===== src/pfrc_defs.svh =====
// register indices, field positions, reset values and timing constants
// assumes inclusion by bare name from every design file that needs them
`ifndef PFRC_DEFS_SVH
`define PFRC_DEFS_SVH

// register indices, byte address is four times the index
`define PFRC_IDX_CTL 8'h08
`define PFRC_IDX_PWON 8'h09
`define PFRC_IDX_CFG 8'h0C
`define PFRC_IDX_STS 8'h0D
`define PFRC_IDX_CLR 8'h0E
`define PFRC_IDX_EN 8'h0F

// power-on control register
`define PFRC_PWON_RST 8'h87
`define PFRC_B_WAKE 7
`define PFRC_B_PRIOR 6
`define PFRC_B_POL_HI 5
`define PFRC_B_POL_LO 4
`define PFRC_B_LEGACY 3
`define PFRC_B_CB_HI 2
`define PFRC_B_CB_LO 0

// miscellaneous control register
`define PFRC_B_CROWBAR 4

// configuration register
`define PFRC_B_EXTSEL 0
`define PFRC_B_EXTMUX 1
`define PFRC_B_BMODE 2
`define PFRC_CFG_W 3

// interrupt status, clear and enable layout
`define PFRC_I_CROWBAR 0
`define PFRC_I_WAKE 1
`define PFRC_I_PRESS 2
`define PFRC_IRQ_W 3

// resume policies
`define PFRC_POL_S3 2'h0
`define PFRC_POL_RTC 2'h1
`define PFRC_POL_LAST 2'h2
`define PFRC_POL_LAST_RTC 2'h3

// timing
`define PFRC_CLK_HZ 25000000
`define PFRC_CLK_NS 40
`define PFRC_SEC_CYC (`PFRC_CLK_HZ)
`define PFRC_PULSE_NS 10000
`define PFRC_PULSE_CYC ((`PFRC_PULSE_NS + `PFRC_CLK_NS - 1) / `PFRC_CLK_NS)
`define PFRC_OVR_SEC 4'h4

`endif


===== src/pfrc_pkg.sv =====
// types shared by the power-fail resume controller
// assumes nothing beyond a SystemVerilog compiler
package pfrc_pkg;

	typedef struct packed {
		logic psel;
		logic penable;
		logic pwrite;
		logic [11:0] paddr;
		logic [31:0] pwdata;
	} pfrc_apb_req_s;

	typedef struct packed {
		logic stby;
		logic vdd;
		logic btn_n;
		logic s3;
		logic s5;
		logic rtc;
	} pfrc_pins_s;

	typedef enum logic [1:0] {
		PS_OFF,
		PS_ARM,
		PS_ON,
		PS_LOCK
	} pfrc_pwr_e;

endpackage


===== src/pfrc_sync.sv =====
// two-flop synchroniser for a group of pin levels
// assumes inputs asynchronous to mclk_i
`timescale 1ns/1ps
module pfrc_sync #(
	parameter int unsigned W = 6
) (
	// clock and reset
	input wire logic mclk_i,
	input wire logic rst_n_i,
	// levels
	input wire logic [W-1:0] d_i,
	output logic [W-1:0] q_o
);
	logic [W-1:0] meta_q;

	always_ff @(posedge mclk_i) begin
		if (!rst_n_i) begin
			meta_q <= '0;
			q_o <= '0;
		end else begin
			meta_q <= d_i;
			q_o <= meta_q;
		end
	end
endmodule


===== src/pfrc_tick.sv =====
// one-cycle enable pulse every CYC clocks, restartable
// assumes CYC of at least two
`timescale 1ns/1ps
module pfrc_tick #(
	parameter int unsigned CYC = 25000000
) (
	// clock and reset
	input wire logic mclk_i,
	input wire logic rst_n_i,
	// control
	input wire logic clr_i,
	output logic tick_o
);
	localparam int unsigned W = $clog2(CYC);
	logic [W-1:0] cnt_q;

	always_ff @(posedge mclk_i) begin
		if (!rst_n_i || clr_i) begin
			cnt_q <= '0;
			tick_o <= 1'b0;
		end else if (cnt_q == W'(CYC - 1)) begin
			cnt_q <= '0;
			tick_o <= 1'b1;
		end else begin
			cnt_q <= W'(cnt_q + 1'b1);
			tick_o <= 1'b0;
		end
	end
endmodule


===== src/pfrc_top.sv =====
// power-fail resume controller: main supply control, button and crowbar
// assumes an APB master on mclk_i and asynchronous power pins
`timescale 1ns/1ps
`include "pfrc_defs.svh"
module pfrc_top #(
	parameter int unsigned SEC_CYC = `PFRC_SEC_CYC
) (
	// clock and reset
	input wire logic mclk_i,
	input wire logic rst_n_i,
	// apb slave
	input wire pfrc_pkg::pfrc_apb_req_s apb_i,
	output logic [31:0] prdata_o,
	output logic pready_o,
	output logic pslverr_o,
	// power pins
	input wire logic standby_good_i,
	input wire logic main_power_good_i,
	input wire logic power_button_in_n_i,
	input wire logic chipset_sleep_s3_in_i,
	input wire logic chipset_sleep_s5_in_i,
	input wire logic rtc_alarm_i,
	// supply control
	output logic main_power_on_out_o,
	output logic button_pulse_out_o,
	// interrupt
	output logic irq_o
);
	import pfrc_pkg::*;

	localparam logic [7:0] PWON_RST = `PFRC_PWON_RST;
	localparam logic [15:0] PULSE_CYC = 16'(`PFRC_PULSE_CYC);

	function automatic logic [7:0] reg_idx(input logic [11:0] a);
		reg_idx = a[9:2];
	endfunction

	function automatic logic is_mapped(input logic [11:0] a);
		logic [7:0] i;
		i = reg_idx(a);
		is_mapped = (a[1:0] == 2'h0) && (a[11:10] == 2'h0) &&
			((i == `PFRC_IDX_CTL) || (i == `PFRC_IDX_PWON) ||
			(i == `PFRC_IDX_CFG) || (i == `PFRC_IDX_STS) ||
			(i == `PFRC_IDX_CLR) || (i == `PFRC_IDX_EN));
	endfunction

	function automatic logic [3:0] crowbar_secs(input logic [2:0] sel);
		crowbar_secs = 4'({1'b0, sel} + 4'h1);
	endfunction

	function automatic logic resume_on(
		input logic [1:0] pol,
		input logic ext,
		input logic s3,
		input logic prior,
		input logic rtc
	);
		case (pol)
			`PFRC_POL_S3: resume_on = ext & s3;
			`PFRC_POL_RTC: resume_on = (ext & s3) | rtc;
			`PFRC_POL_LAST: resume_on = prior;
			`PFRC_POL_LAST_RTC: resume_on = prior | rtc;
			default: resume_on = 1'b0;
		endcase
	endfunction

	// pin synchronisation
	pfrc_pins_s pin_raw;
	pfrc_pins_s pin_s;
	pfrc_pins_s pin_q;

	assign pin_raw = '{stby: standby_good_i, vdd: main_power_good_i,
		btn_n: power_button_in_n_i, s3: chipset_sleep_s3_in_i,
		s5: chipset_sleep_s5_in_i, rtc: rtc_alarm_i};

	pfrc_sync #(
		.W($bits(pfrc_pins_s))
	) u_sync (
		.mclk_i(mclk_i),
		.rst_n_i(rst_n_i),
		.d_i(pin_raw),
		.q_o(pin_s)
	);

	always_ff @(posedge mclk_i) begin
		if (!rst_n_i) begin
			pin_q <= '0;
		end else begin
			pin_q <= pin_s;
		end
	end

	// register state
	logic wake_q;
	logic prior_q;
	logic [1:0] pol_q;
	logic legacy_q;
	logic [2:0] cbsel_q;
	logic crowbar_q;
	logic [`PFRC_CFG_W-1:0] cfg_q;
	logic [`PFRC_IRQ_W-1:0] sts_q;
	logic [`PFRC_IRQ_W-1:0] en_q;
	logic rtc_q;

	// power control state
	pfrc_pwr_e state_q;
	logic [3:0] cb_cnt_q;
	logic [3:0] hold_q;
	logic [15:0] pcnt_q;
	logic tick;

	// events
	logic stby_rise;
	logic stby_fall;
	logic press_ev;
	logic sleep_ev;
	logic ovr_ev;
	logic wake_on;
	logic start_on;
	logic cb_exp;
	logic go_off;
	logic pulse_go;

	assign stby_rise = pin_s.stby & ~pin_q.stby;
	assign stby_fall = ~pin_s.stby & pin_q.stby;
	assign press_ev = ~pin_s.btn_n & pin_q.btn_n;
	assign sleep_ev = (pin_s.s3 & ~pin_q.s3) | (pin_s.s5 & ~pin_q.s5);
	assign ovr_ev = tick & ~pin_s.btn_n & (hold_q == 4'(`PFRC_OVR_SEC - 4'h1));
	assign wake_on = resume_on(pol_q, cfg_q[`PFRC_B_EXTSEL], pin_s.s3,
		prior_q, rtc_q);
	// policy looked at only on the standby return edge
	assign start_on = (stby_rise & wake_on) |
		((state_q == PS_OFF) & press_ev & ~stby_rise);
	// at-or-past compare so a shorter timeout written while armed still fires
	assign cb_exp = (state_q == PS_ARM) & tick & ~pin_s.vdd &
		(4'(cb_cnt_q + 4'h1) >= crowbar_secs(cbsel_q));
	// plain press cuts power only in legacy mode
	assign go_off = (state_q == PS_ON) &
		(sleep_ev | ovr_ev | (legacy_q & press_ev));
	assign pulse_go = stby_rise & wake_on & ~cfg_q[`PFRC_B_BMODE];

	pfrc_tick #(
		.CYC(SEC_CYC)
	) u_tick (
		.mclk_i(mclk_i),
		.rst_n_i(rst_n_i),
		.clr_i(start_on | cb_exp),
		.tick_o(tick)
	);

	// power state machine
	always_ff @(posedge mclk_i) begin
		if (!rst_n_i) begin
			state_q <= PS_OFF;
		end else if (stby_fall) begin
			state_q <= PS_OFF;
		end else begin
			case (state_q)
				PS_OFF: begin
					if (start_on) begin
						state_q <= PS_ARM;
					end
				end
				PS_ARM: begin
					if (pin_s.vdd) begin
						state_q <= PS_ON;
					end else if (cb_exp) begin
						state_q <= PS_LOCK;
					end
				end
				PS_ON: begin
					if (go_off) begin
						state_q <= PS_OFF;
					end
				end
				PS_LOCK: begin
					if (tick) begin
						state_q <= PS_OFF;
					end
				end
				default: state_q <= PS_OFF;
			endcase
		end
	end

	// main supply output, low means on
	always_ff @(posedge mclk_i) begin
		if (!rst_n_i) begin
			main_power_on_out_o <= 1'b1;
		end else if (stby_fall || cb_exp || go_off) begin
			main_power_on_out_o <= 1'b1;
		end else if (start_on) begin
			main_power_on_out_o <= 1'b0;
		end
	end

	// crowbar and override counters
	always_ff @(posedge mclk_i) begin
		if (!rst_n_i || start_on) begin
			cb_cnt_q <= 4'h0;
		end else if (state_q == PS_ARM && tick) begin
			cb_cnt_q <= 4'(cb_cnt_q + 4'h1);
		end
	end

	always_ff @(posedge mclk_i) begin
		if (!rst_n_i || pin_s.btn_n) begin
			hold_q <= 4'h0;
		end else if (tick && hold_q != `PFRC_OVR_SEC) begin
			hold_q <= 4'(hold_q + 4'h1);
		end
	end

	// button output pulse
	always_ff @(posedge mclk_i) begin
		if (!rst_n_i) begin
			pcnt_q <= 16'h0000;
			button_pulse_out_o <= 1'b0;
		end else if (pulse_go) begin
			pcnt_q <= PULSE_CYC;
			button_pulse_out_o <= 1'b1;
		end else if (pcnt_q != 16'h0000) begin
			pcnt_q <= 16'(pcnt_q - 16'h0001);
			button_pulse_out_o <= (pcnt_q != 16'h0001);
		end
	end

	// power-fail capture
	always_ff @(posedge mclk_i) begin
		if (!rst_n_i) begin
			prior_q <= PWON_RST[`PFRC_B_PRIOR];
			rtc_q <= 1'b0;
		end else if (stby_fall) begin
			prior_q <= ~main_power_on_out_o;
			rtc_q <= pin_s.rtc;
		end else if (!pin_s.stby && pin_s.rtc) begin
			rtc_q <= 1'b1;
		end
	end

	// apb slave, one wait state
	logic acc;
	logic wr_en;
	logic [7:0] widx;
	logic [31:0] rd_d;
	logic [7:0] wdat;

	assign acc = apb_i.psel & apb_i.penable & ~pready_o;
	assign wr_en = apb_i.psel & apb_i.penable & pready_o & apb_i.pwrite &
		is_mapped(apb_i.paddr);
	assign widx = reg_idx(apb_i.paddr);
	assign wdat = apb_i.pwdata[7:0];

	always_comb begin
		rd_d = 32'h0000_0000;
		case (reg_idx(apb_i.paddr))
			`PFRC_IDX_PWON: rd_d[7:0] = {wake_q, prior_q, pol_q, legacy_q, cbsel_q};
			`PFRC_IDX_CTL: rd_d[`PFRC_B_CROWBAR] = crowbar_q;
			`PFRC_IDX_CFG: rd_d[`PFRC_CFG_W-1:0] = cfg_q;
			`PFRC_IDX_STS: rd_d[`PFRC_IRQ_W-1:0] = sts_q;
			`PFRC_IDX_EN: rd_d[`PFRC_IRQ_W-1:0] = en_q;
			default: rd_d = 32'h0000_0000;
		endcase
	end

	always_ff @(posedge mclk_i) begin
		if (!rst_n_i) begin
			pready_o <= 1'b0;
			pslverr_o <= 1'b0;
			prdata_o <= 32'h0000_0000;
		end else begin
			pready_o <= acc;
			pslverr_o <= acc & ~is_mapped(apb_i.paddr);
			prdata_o <= (acc && !apb_i.pwrite && is_mapped(apb_i.paddr)) ?
				rd_d : 32'h0000_0000;
		end
	end

	// power-on control register
	always_ff @(posedge mclk_i) begin
		if (!rst_n_i) begin
			wake_q <= PWON_RST[`PFRC_B_WAKE];
			pol_q <= PWON_RST[`PFRC_B_POL_HI:`PFRC_B_POL_LO];
			legacy_q <= PWON_RST[`PFRC_B_LEGACY];
			cbsel_q <= PWON_RST[`PFRC_B_CB_HI:`PFRC_B_CB_LO];
		end else begin
			if (stby_rise) begin
				wake_q <= 1'b1;
			end else if (wr_en && widx == `PFRC_IDX_PWON && wdat[`PFRC_B_WAKE]) begin
				wake_q <= 1'b0;
			end
			if (wr_en && widx == `PFRC_IDX_PWON) begin
				pol_q <= wdat[`PFRC_B_POL_HI:`PFRC_B_POL_LO];
				legacy_q <= wdat[`PFRC_B_LEGACY];
				cbsel_q <= wdat[`PFRC_B_CB_HI:`PFRC_B_CB_LO];
			end
		end
	end

	// crowbar flag, configuration, interrupt registers
	always_ff @(posedge mclk_i) begin
		if (!rst_n_i) begin
			crowbar_q <= 1'b0;
		end else if (cb_exp) begin
			crowbar_q <= 1'b1;
		end else if (wr_en && widx == `PFRC_IDX_CTL && wdat[`PFRC_B_CROWBAR]) begin
			crowbar_q <= 1'b0;
		end
	end

	always_ff @(posedge mclk_i) begin
		if (!rst_n_i) begin
			cfg_q <= '0;
			en_q <= '0;
		end else if (wr_en && widx == `PFRC_IDX_CFG) begin
			cfg_q <= wdat[`PFRC_CFG_W-1:0];
		end else if (wr_en && widx == `PFRC_IDX_EN) begin
			en_q <= wdat[`PFRC_IRQ_W-1:0];
		end
	end

	logic [`PFRC_IRQ_W-1:0] ev;
	logic [`PFRC_IRQ_W-1:0] clr;

	assign ev = {press_ev, stby_rise, cb_exp};
	assign clr = (wr_en && widx == `PFRC_IDX_CLR) ? wdat[`PFRC_IRQ_W-1:0] : '0;

	always_ff @(posedge mclk_i) begin
		if (!rst_n_i) begin
			sts_q <= '0;
			irq_o <= 1'b0;
		end else begin
			sts_q <= (sts_q & ~clr) | ev;
			irq_o <= |(sts_q & en_q);
		end
	end
endmodule


===== config.mk =====
export PLATFORM = sky130hd
export DESIGN_NAME = pfrc_top
export DESIGN_NICKNAME = d
export VERILOG_FILES = /design/src/pfrc_pkg.sv /design/src/pfrc_sync.sv /design/src/pfrc_tick.sv /design/src/pfrc_top.sv
export VERILOG_INCLUDE_DIRS = /design/src
export SDC_FILE = /design/constraint.sdc
export NUM_CORES = 1
export LEC_CHECK = 0
export BUFFER_PORTS_ARGS = -buffer_cell sky130_fd_sc_hd__buf_2
export CAP_MARGIN = 20
export CELL_PAD_IN_SITES_DETAIL_PLACEMENT = 1
export CELL_PAD_IN_SITES_GLOBAL_PLACEMENT = 1
export CORE_ASPECT_RATIO = 0.8
export CORE_UTILIZATION = 44
export CTS_CLUSTER_DIAMETER = 50
export DETAILED_ROUTE_END_ITERATION = 7
export GPL_TIMING_DRIVEN = 0
export PLACE_DENSITY = 0.9
export SYNTH_ARGS = -nofsm -noshare
export SYNTH_HDL_FRONTEND = slang
export SYNTH_SLANG_ARGS = --single-unit

===== constraint.sdc =====
create_clock -name mclk_i -period 6.5 [get_ports mclk_i]
set_input_delay 0.975 -clock mclk_i [delete_from_list [all_inputs] [get_ports mclk_i]]
set_output_delay 0.975 -clock mclk_i [all_outputs]
set_load 0.01 [all_outputs]

==> results of run 1 <==
[flip-flops by register name, summed over array words and instances, names as in the netlist, 2 cells and up]
| register | flops |
|---|---|
| cb_cnt_q | 4 |
| cbsel_q | 3 |
| cfg_q | 3 |
| en_q | 3 |
| hold_q | 4 |
| pcnt_q | 16 |
| pin_q | 4 |
| pol_q | 2 |
| prdata_o | 8 |
| state_q | 2 |
| sts_q | 3 |
| u_sync.meta_q | 6 |
| u_sync.q_o | 6 |
| u_tick.cnt_q | 25 |
[area by class of cell]
| type | count | area share |
|---|---|---|
| Tap cell | 136 | 0.0321 |
| Inverter | 20 | 0.0141 |
| Multi-Input combinational cell | 366 | 0.433 |
| Sequential cell | 100 | 0.377 |
| Clock buffer | 9 | 0.0424 |
| Clock inverter | 7 | 0.0139 |
| Buffer | 39 | 0.0486 |
| Timing Repair Buffer | 41 | 0.0387 |
[cells by family after synthesis]
kind of cell | after synthesis | synth area share
buf+inv | 59 | 0.0732
mux | 20 | 0.0457
fa+ha+maj | 11 | 0.0303
flops | 100 | 0.440
xor+xnor | 42 | 0.0809
simple gates | 223 | 0.260
other cells | 1 | 0.000825
compound gates | 46 | 0.0685
[power groups by stage]
stage	clock network, mW	logic, mW	registers [mW]
after floorplan	0	0.243	0.689
after global placement	0	0.293	0.693
after detailed placement	0	0.310	0.698
after CTS	0.553	0.313	0.684
after global routing	0.578	0.346	0.688
final	0.540	0.311	0.684
[cell usage after synthesis, types with 7 or more instances]
master    count  area share
xnor2_1      20       0.039
nand3_1      19       0.021
buf_4        25       0.041
o21ai_0       8      0.0088
nand2b_1      8       0.011
nor2_1       73       0.060
a21oi_1      13       0.014
nand4_1      13       0.018
nand2_1      32       0.026
ha_1         11       0.030
dfxtp_1     100        0.44
nor3_1        9      0.0099
nor4_1        7      0.0096
xor2_1       22       0.042
clkbuf_1     10      0.0083
and3_1        8       0.011
mux2i_1      17       0.037
inv_1        20       0.017
and2_1       23       0.032
[worst max-delay path: stages, from the launching register on]
cell and delay [ns]:
dfxtp_1 0.41, nand3_1 0.16, xnor2_1 0.18, ha_1 0.29, o21ai_0 0.09, a2111oi_2 0.78, or3b_1 0.22, buf_4 0.15
buf_6 0.14, nor2_1 0.05
[worst max-delay path by stage]
stage | start | to | depth (start not counted)
global placement | apb_i[41] | wake_q | 7
CTS | cb_cnt_q[0] | u_tick.cnt_q[14] | 9
floorplan | apb_i[41] | wake_q | 6
global route | cb_cnt_q[0] | u_tick.cnt_q[13] | 9
finish | cb_cnt_q[0] | u_tick.cnt_q[13] | 9
detailed placement | apb_i[41] | wake_q | 7
[layout by cell type (no fill, tap or decap), types with 3 or more instances in the layout]
master and instances:
buf_4 25, and3_1 8, a31oi_1 5, dfxtp_1 100, inv_6 4, or3_1 4
a21oi_1 13, ha_1 11, buf_2 43, nor3_1 9, nand2b_1 8, xor2_1 22
inv_1 20, nand2_1 32, o21ai_0 8, and2_1 23, conb_1 24, mux2i_1 17
a21boi_0 3, or4_1 5, nor4b_1 4, o21a_1 3, nand3_1 19, clkbuf_1 10
clkbuf_16 9, nor4_1 7, nor2_1 73, xnor2_1 20, nand4_1 13
[metal layers]
layer | global-route usage | vias up
met5 | 0 | -
met4 | 0.0705 | 0
met3 | 0.0550 | 20
met2 | 0.391 | 64
met1 | 0.256 | 1806
li1 | - | 1814
==> flow_summary.toml, run 1 <==
[critical_path]
arrival_ns = 2.83
required_ns = 6.74
worstSetupStartpointType = "flip-flop"
reg2regPathDepth = 9
reg2reg_from = "cb_cnt_q[0]"
cp-end-kind = "flip-flop"
regToRegSetupSlack_ns = 3.92
worstSetupPathType = "reg -> reg"
r2r-end = "u_tick.cnt_q[13]"
cp_max_fo = 10

[cells_and_area]
multi_input_area_sq_mm = 0.00230
stdcell_count = 718
diodes = 0
nFillCells = 1207
syn_to_final_growth_pct = 16.7
drive_gt1_frac = 0.165
layout.area.seq_sq_mm = 0.00200
fin_area_sq_mm = 0.00531
final_nets = 643
postLayoutCoreUtil = 0.539

[die]
die_h_microns = 92.9
start_util = 0.462
io_pins = 92
coreArea_sq_mm = 0.00985
dieWidth_microns = 116
rows = 32
die_area_sq_mm = 0.0107

[worst_hold_path]
hp-start = "u_sync.meta_q[5]"
holdPathEnd = "u_sync.q_o[5]"
holdPathStages = 1
hold_class = "reg -> reg"

[synthesis]
ys_types = 54
syn-cell-area_sq_mm = 0.00455
ys_async_sr_fraction = 0
yosysWarnings = 0
yosysSeqAreaShare = 0.440
synth_edf_count = 0
avgSynthCellArea_sq_um = 9.06
synth-main-ff-cell = "dfxtp_1"
ys_seq_elements = 100
netlist_instances = 502

[power_and_ir_drop]
p_sw_uw = 471
seqPwrFrac = 0.446
p_int_mw = 1.06
power_density_mw_per_mm2 = 289
peakVddDrop_mv = 0.159
p_leak_nw = 2.26
p_total_mw = 1.53
p_comb_frac = 0.203
clkPwrFrac = 0.352
p_sw_frac = 0.307

[sta]
maxSlewHeadroom = 0.238
worst_pin_slew_ns = 1.13
rsz0062_at_grt = "no"
finClkSkew_ns = 0.00858
timing.final.crit_share = 0.397
period_needed_ns = 2.58
fmax_ghz = 0.387
finalHoldViolCount = 0
setup_tns_ns = 0
timing.hold.ws_ns = 0.438
finalWorstSetupSlack_ns = 3.92
drv_slew = 0
setup_violations = 0

[detailed_routing]
dr_total_vias = 3704
wl_met2_mm = 5.78
wl_met1_mm = 4.87
routed_wl_mm = 11.2
drc = 0
drtPass1Iterations = 4
top_layer_used = "met4"
met3_length_microns = 390
viasPerCell = 5.16
wire_per_inst_microns = 15.6
drtIter0Drc = 160
drtAntennaViolNets = 0

[global_routing]
grt_overflow = 0
gr-usage-all-layers = 0.219
grt_pass1_wl_mm = 18.2
antenna_found_initial = 0
grt_max_degree = 21
grt_pass1_vias = 3819

[cts]
insertion_delay_ns = 0.35
h-tree-depth = 3
cts_sinks = 100
numCtsBuffers = 9
root_buffer = "clkbuf_16"
tritoncts = "built"
cts_buffer_depth = 2
post_cts_resized = 0
post_cts.repair.setup_buffers = 0
ctsHoldBuffers = 0
clk_pin_slew_worst_paths_ns = 0.08

[outcome]
status = "complete, no violations"

[placed_design]
numPortBuffers = 41
place_congestion = 0.792
placedInstanceArea_sq_mm = 0.00501
hpwl_mm = 8.43
pre_cts_ws_ns = 3.65
dp.cells = 702

[job]
maxCapViolCount = 0
No activity file was read; power rests on OpenSTA's default activity.
==> run 2: changes to the inputs <==
--- a/config.mk
+++ b/config.mk
@@ -6,16 +6,17 @@
 export SDC_FILE = /design/constraint.sdc
 export NUM_CORES = 1
 export LEC_CHECK = 0
+export ABC_AREA = 1
 export BUFFER_PORTS_ARGS = -buffer_cell sky130_fd_sc_hd__buf_2
 export CAP_MARGIN = 20
 export CELL_PAD_IN_SITES_DETAIL_PLACEMENT = 1
 export CELL_PAD_IN_SITES_GLOBAL_PLACEMENT = 1
 export CORE_ASPECT_RATIO = 0.8
-export CORE_UTILIZATION = 44
+export CORE_UTILIZATION = 40
 export CTS_CLUSTER_DIAMETER = 50
 export DETAILED_ROUTE_END_ITERATION = 7
 export GPL_TIMING_DRIVEN = 0
-export PLACE_DENSITY = 0.9
+export PLACE_DENSITY = 0.86
 export SYNTH_ARGS = -nofsm -noshare
 export SYNTH_HDL_FRONTEND = slang
 export SYNTH_SLANG_ARGS = --single-unit
==> constraint.sdc (replaced) <==
create_clock -name mclk_i -period 2.4 [get_ports mclk_i]
set_input_delay 0.36 -clock mclk_i [delete_from_list [all_inputs] [get_ports mclk_i]]
set_output_delay 0.36 -clock mclk_i [all_outputs]
set_load 0.01 [all_outputs]
==> flow_summary.toml, run 2 <==
[synthesis]
synth_top_family_by_area = "simple AND/OR/NAND/NOR gates"
synthSimpleGateAreaFrac = 0.309
synth-main-ff-cell = "dfxtp_1"
synth_top_cell_area_share = 0.404
synth_edf_count = 0
synth_top_cell_by_area = "dfxtp_1"
ys_types = 49
syn-cell-area_sq_mm = 0.00496
synthMuxAreaShare = 0
yosysSeqAreaShare = 0.404
avgSynthCellArea_sq_um = 7.38
ys_seq_elements = 100
synthMostInstantiatedCell = "nand2_1"
synth_xor_area_frac = 0.0386
netlist_top_cells_area = "dfxtp_1, nand2_1, inv_1, nor2_1, buf_4"
synthAdderAreaFrac = 0.0278
yosysWarnings = 0
netlist_instances = 672
ys_top_cells_by_count = "nand2_1, inv_1, dfxtp_1"
ys_async_sr_fraction = 0
synth_compound_gate_area_share = 0.0891

[cts]
tritoncts = "built"
h-tree-depth = 3
clk_pin_slew_worst_paths_ns = 0.08
numCtsBuffers = 9
cts_sinks = 100
insertion_delay_ns = 0.35
cts_buffer_depth = 2
root_buffer = "clkbuf_16"

[worst_hold_path]
hold_class = "in -> reg"
hp-start = "chipset_sleep_s3_in_i"

[placed_design]
place_congestion = 0.879
pre_cts_ws_ns = 0.0526
hpwl_mm = 9.94
numPortBuffers = 41

[global_routing]
antenna_found_initial = 0
grt_pass1_wl_mm = 21.6
grt_pass1_vias = 4623
grt_max_degree = 20
grt_overflow = 0
gr-usage-all-layers = 0.210

[detailed_routing]
dr_total_vias = 4429
drtAntennaViolNets = 0
drtPass1Iterations = 4
routed_wl_mm = 12.8
viasPerCell = 4.92
drtIter0Drc = 171
wire_per_inst_microns = 14.2
drc = 0

[sta]
finClkSkew_ns = 0.00957
setup_violations = 0
finalHoldViolCount = 0
drv_slew = 0
setup_tns_ns = 0
worst_pin_slew_ns = 0.768
finalWorstSetupSlack_ns = 0.126
timing.final.crit_share = 0.948
maxSlewHeadroom = 0.486
rsz0062_at_grt = "no"
fmax_ghz = 0.440
period_needed_ns = 2.27

[die]
rows = 35
start_util = 0.421
coreArea_sq_mm = 0.0118
die_h_microns = 102
io_pins = 92
dieWidth_microns = 126
die_area_sq_mm = 0.0128

[cells_and_area]
reg_top3 = "u_tick.cnt_q x25, pcnt_q x16, prdata_o x8"
drive_gt1_frac = 0.173
final_cell_mix = "nand2_1, inv_1, dfxtp_1, nor2_1, buf_2"
top_register = "u_tick.cnt_q"
final_common_cell = "nand2_1"
largest_register_ffs = 25
final_nets = 813
diodes = 0
syn_to_final_growth_pct = 16.3

[power_and_ir_drop]
p_leak_nw = 2.73
power_density_mw_per_mm2 = 824
peakVddDrop_mv = 0.417

[critical_path]
regToRegSetupSlack_ns = 0.13
slowest_stage = "dfxtp_1"
cp-end-kind = "flip-flop"
cp_common_cell = "ha_1"
worstPathCellList = "ha_1 > ha_1 > inv_1 > nor2_1 > o211ai_1 > nand3_1 > nand2_2 > nand4_4 > buf_6 > a21oi_1"
worstSetupPathType = "reg -> reg"
worstSetupStartpointType = "flip-flop"
reg2reg_from = "cb_cnt_q[0]"
arrival_ns = 2.55
required_ns = 2.68
r2r-end = "u_tick.cnt_q[17]"
reg2regPathDepth = 10
cp_max_fo = 10
crit_end = "u_tick.cnt_q[17]"
slowest_delay_ns = 0.42
cp-startpoint = "cb_cnt_q[0]"

[job]
maxCapViolCount = 0

[outcome]
status = "complete, no violations"
-- run 2: critical path: cells and delay by family (launching register included) --
family / cells / cell delay, ns
AND/OR/NAND/NOR: 4 / 0.58
AO/OA/AOI/OAI: 2 / 0.32
buffers and inverters: 2 / 0.27
adder cells (fa/ha/maj): 2 / 0.61
flip-flops: 1 / 0.42
-- run 2: power breakdown --
part | internal (mW) | switching [mW]
logic | 0.433 | 0.805
registers | 1.82 | 0.136
clock network | 0.838 | 0.717
-- run 2: cell families after synthesis --
family                   Yosys count
buffers and inverters            141
AND/OR/NAND/NOR                  324
XOR/XNOR                          21
AO/OA/AOI/OAI                     74
flip-flops                       100
adder cells (fa/ha/maj)           11
other                              1
-- run 2: worst min-delay path by stage --
| stage | to | slack [ns] | cells past startpoint |
|---|---|---|---|
| final | u_sync.meta_q[2] | 0.18 | 3 |
| after global routing | u_sync.meta_q[2] | 0.19 | 3 |
| after CTS | u_sync.meta_q[2] | 0.18 | 3 |
| after detailed placement | u_sync.q_o[4] | 0.41 | 2 |
| after global placement | u_sync.q_o[2] | 0.39 | 2 |
| after floorplan | u_sync.q_o[0] | 0.39 | 2 |
-- run 2: metrics by stage --
stage / area [sq um] / instances / util / total power, mW / hold WS [ns]
floorplan: 5040 / 695 / - / 2.90 / 0.390
global placement: 5430 / 884 / 0.461 / 3.13 / 0.394
detailed placement: 5430 / 884 / 0.461 / 3.21 / 0.412
CTS: 5750 / 900 / 0.488 / 4.77 / 0.179
global route: 5760 / 900 / 0.489 / 5.05 / 0.194
finish: 5760 / 900 / 0.489 / 4.75 / 0.181
-- run 2: metal layers --
layer / global-route usage / wire (microns)
met5: 0 / 0
met4: 0.0565 / 140
met3: 0.0438 / 459
met2: 0.361 / 6040
met1: 0.270 / 6130
-- run 2: what timing repair did --
item	CTS	global route
hold buffers	0	0
setup endpoints to repair	0	20
resized for setup	0	2
buffers inserted	0	0
-- run 2: final cells by class --
class	count	area (sq um)
fill	1524	6020
multi-input combinational	454	2410
sequential	100	2000
inverter	109	414
buffer	32	234
clock buffer	9	225
timing repair buffer	41	205
tap	148	185
clock inverter	7	87.6
==> run 3: changes to the inputs <==
--- a/config.mk
+++ b/config.mk
@@ -6,17 +6,18 @@
 export SDC_FILE = /design/constraint.sdc
 export NUM_CORES = 1
 export LEC_CHECK = 0
-export ABC_AREA = 1
+export ABC_AREA = 0
 export BUFFER_PORTS_ARGS = -buffer_cell sky130_fd_sc_hd__buf_2
 export CAP_MARGIN = 20
 export CELL_PAD_IN_SITES_DETAIL_PLACEMENT = 1
 export CELL_PAD_IN_SITES_GLOBAL_PLACEMENT = 1
 export CORE_ASPECT_RATIO = 0.8
-export CORE_UTILIZATION = 40
+export CORE_UTILIZATION = 41
 export CTS_CLUSTER_DIAMETER = 50
 export DETAILED_ROUTE_END_ITERATION = 7
 export GPL_TIMING_DRIVEN = 0
-export PLACE_DENSITY = 0.86
+export PLACE_DENSITY = 0.85
+export REMOVE_ABC_BUFFERS = 1
 export SYNTH_ARGS = -nofsm -noshare
 export SYNTH_HDL_FRONTEND = slang
 export SYNTH_SLANG_ARGS = --single-unit
==> flow_summary.toml, run 3 (same netlist as run 1, synthesis figures left out) <==
[cells_and_area]
diodes = 0
largest_register_ffs = 25
layout.area.seq_sq_mm = 0.00200
multi_input_area_sq_mm = 0.00236
top_register = "u_tick.cnt_q"
syn_to_final_growth_pct = 13.1
final_common_cell = "dfxtp_1"
final_nets = 611
drive_gt1_frac = 0.144
final_cell_mix = "dfxtp_1, nor2_1, buf_2, nand2_1, conb_1"
nFillCells = 1260
reg_top3 = "u_tick.cnt_q x25, pcnt_q x16, prdata_o x8"
fin_area_sq_mm = 0.00514

[critical_path]
required_ns = 2.68
cp_max_fo = 13
worstSetupPathType = "reg -> reg"
cp-end-kind = "flip-flop"
worstSetupStartpointType = "flip-flop"
arrival_ns = 2.59

[placed_design]
numPortBuffers = 42
pre_cts_ws_ns = -0.583
hpwl_mm = 7.35
placedInstanceArea_sq_mm = 0.00476
place_congestion = 0.798

[detailed_routing]
drtAntennaViolNets = 0
routed_wl_mm = 10.6
viasPerCell = 5.18
dr_total_vias = 3576
drtIter0Drc = 217
drc = 0
drtPass1Iterations = 5
wire_per_inst_microns = 15.4

[die]
coreArea_sq_mm = 0.0105
start_util = 0.432
dieWidth_microns = 120
die_h_microns = 96.2
io_pins = 92
die_area_sq_mm = 0.0115
rows = 33

[power_and_ir_drop]
p_sw_mw = 1.24
p_comb_frac = 0.204
p_total_mw = 4.09
p_int_mw = 2.85
clkPwrFrac = 0.344
peakVddDrop_mv = 0.327
power_density_mw_per_mm2 = 796
p_leak_nw = 2.12
seqPwrFrac = 0.452
p_sw_frac = 0.304

[cts]
numCtsBuffers = 9
cts_buffer_depth = 2
cts_sinks = 100
clk_pin_slew_worst_paths_ns = 0.07
insertion_delay_ns = 0.35
h-tree-depth = 3
root_buffer = "clkbuf_16"
tritoncts = "built"

[sta]
setup_tns_ns = 0
timing.hold.ws_ns = 0.219
fmax_ghz = 0.433
maxSlewHeadroom = 0.465
period_needed_ns = 2.31
worst_pin_slew_ns = 0.795
timing.final.crit_share = 0.962
setup_violations = 0
finalHoldViolCount = 0
drv_slew = 0
finalWorstSetupSlack_ns = 0.0900
finClkSkew_ns = 0.0116

[global_routing]
grt_pass1_wl_mm = 17.0
grt_overflow = 0
gr-usage-all-layers = 0.190
grt_max_degree = 39
grt_pass1_vias = 3496
antenna_found_initial = 0

[outcome]
status = "complete, no violations"

[job]
maxCapViolCount = 0

[worst_hold_path]
hold_class = "in -> reg"
[run 3: cell types whose count changed in the layout (fill, tap and decap cells not counted), sizes merged, moves of 7 or more]
cell,delta
nand2,-102
and2,+23
buf,-22
mux2i,+17
xor2,+11
xnor2,+10
nand3,-19
nand2b,+8
nor2,-32
and3,+7
inv,-90
a21oi,-20
o21ai,-9
[run 3: worst max-delay path, cell delays in order (launching register included)]
cell and delay, ns:
dfxtp_1 0.41, inv_1 0.07, ha_1 0.29, nand2b_1 0.17, a2111oi_4 0.43, a2111oi_4 0.06
buf_4 0.19, or3b_4 0.48, nor2_1 0.15
[run 3: path summary, 6_finish.rpt]
check	start	end	slack, ns	depth (start not counted)
setup / recovery	cbsel_q[0]	u_tick.cnt_q[15]	0.09	8
hold / removal	standby_good_i	u_sync.meta_q[5]	0.22	2
setup reg to reg	cbsel_q[0]	u_tick.cnt_q[15]	0.09	8
hold reg to reg	u_sync.meta_q[5]	u_sync.q_o[5]	0.43	1
[run 3: final cells by class]
type                            count  area share
Tap cell                          140      0.0341
Clock buffer                        9      0.0438
Clock inverter                      7      0.0114
Sequential cell                   100       0.390
Multi-Input combinational cell    367       0.459
Timing Repair Buffer               47      0.0477
Inverter                           20      0.0146
[run 3: per-layer routing]
metal | share of wire | wire, microns | GRT usage
met5 | 0 | 0 | 0
met1 | 0.48 | 5070 | 0.241
met2 | 0.47 | 4930 | 0.321
met4 | 0.013 | 143 | 0.0698
met3 | 0.042 | 449 | 0.0415
[run 3: power by group through the flow]
stage | clock network (mW) | registers [mW] | logic [mW]
after floorplan | 0 | 1.87 | 0.603
after global placement | 0 | 1.88 | 0.751
after detailed placement | 0 | 1.89 | 0.795
after CTS | 1.44 | 1.85 | 0.808
after global routing | 1.51 | 1.87 | 0.920
final | 1.41 | 1.85 | 0.834
[run 3: repair_timing]
action | CTS | global route
setup buffers | 0 | 4
cloned | 1 | 0
resized for setup | 5 | 5
pin swaps | 2 | 2
setup endpoints to repair | 25 | 30
hold buffers | 0 | 0
[run 3: per-stage QoR]
stage | util | std cells
2_1_floorplan | - | 486
3_5_place_dp | 0.452 | 668
6_report | 0.488 | 690
5_1_grt | 0.488 | 690
3_3_place_gp | 0.452 | 668
4_1_cts | 0.482 | 685
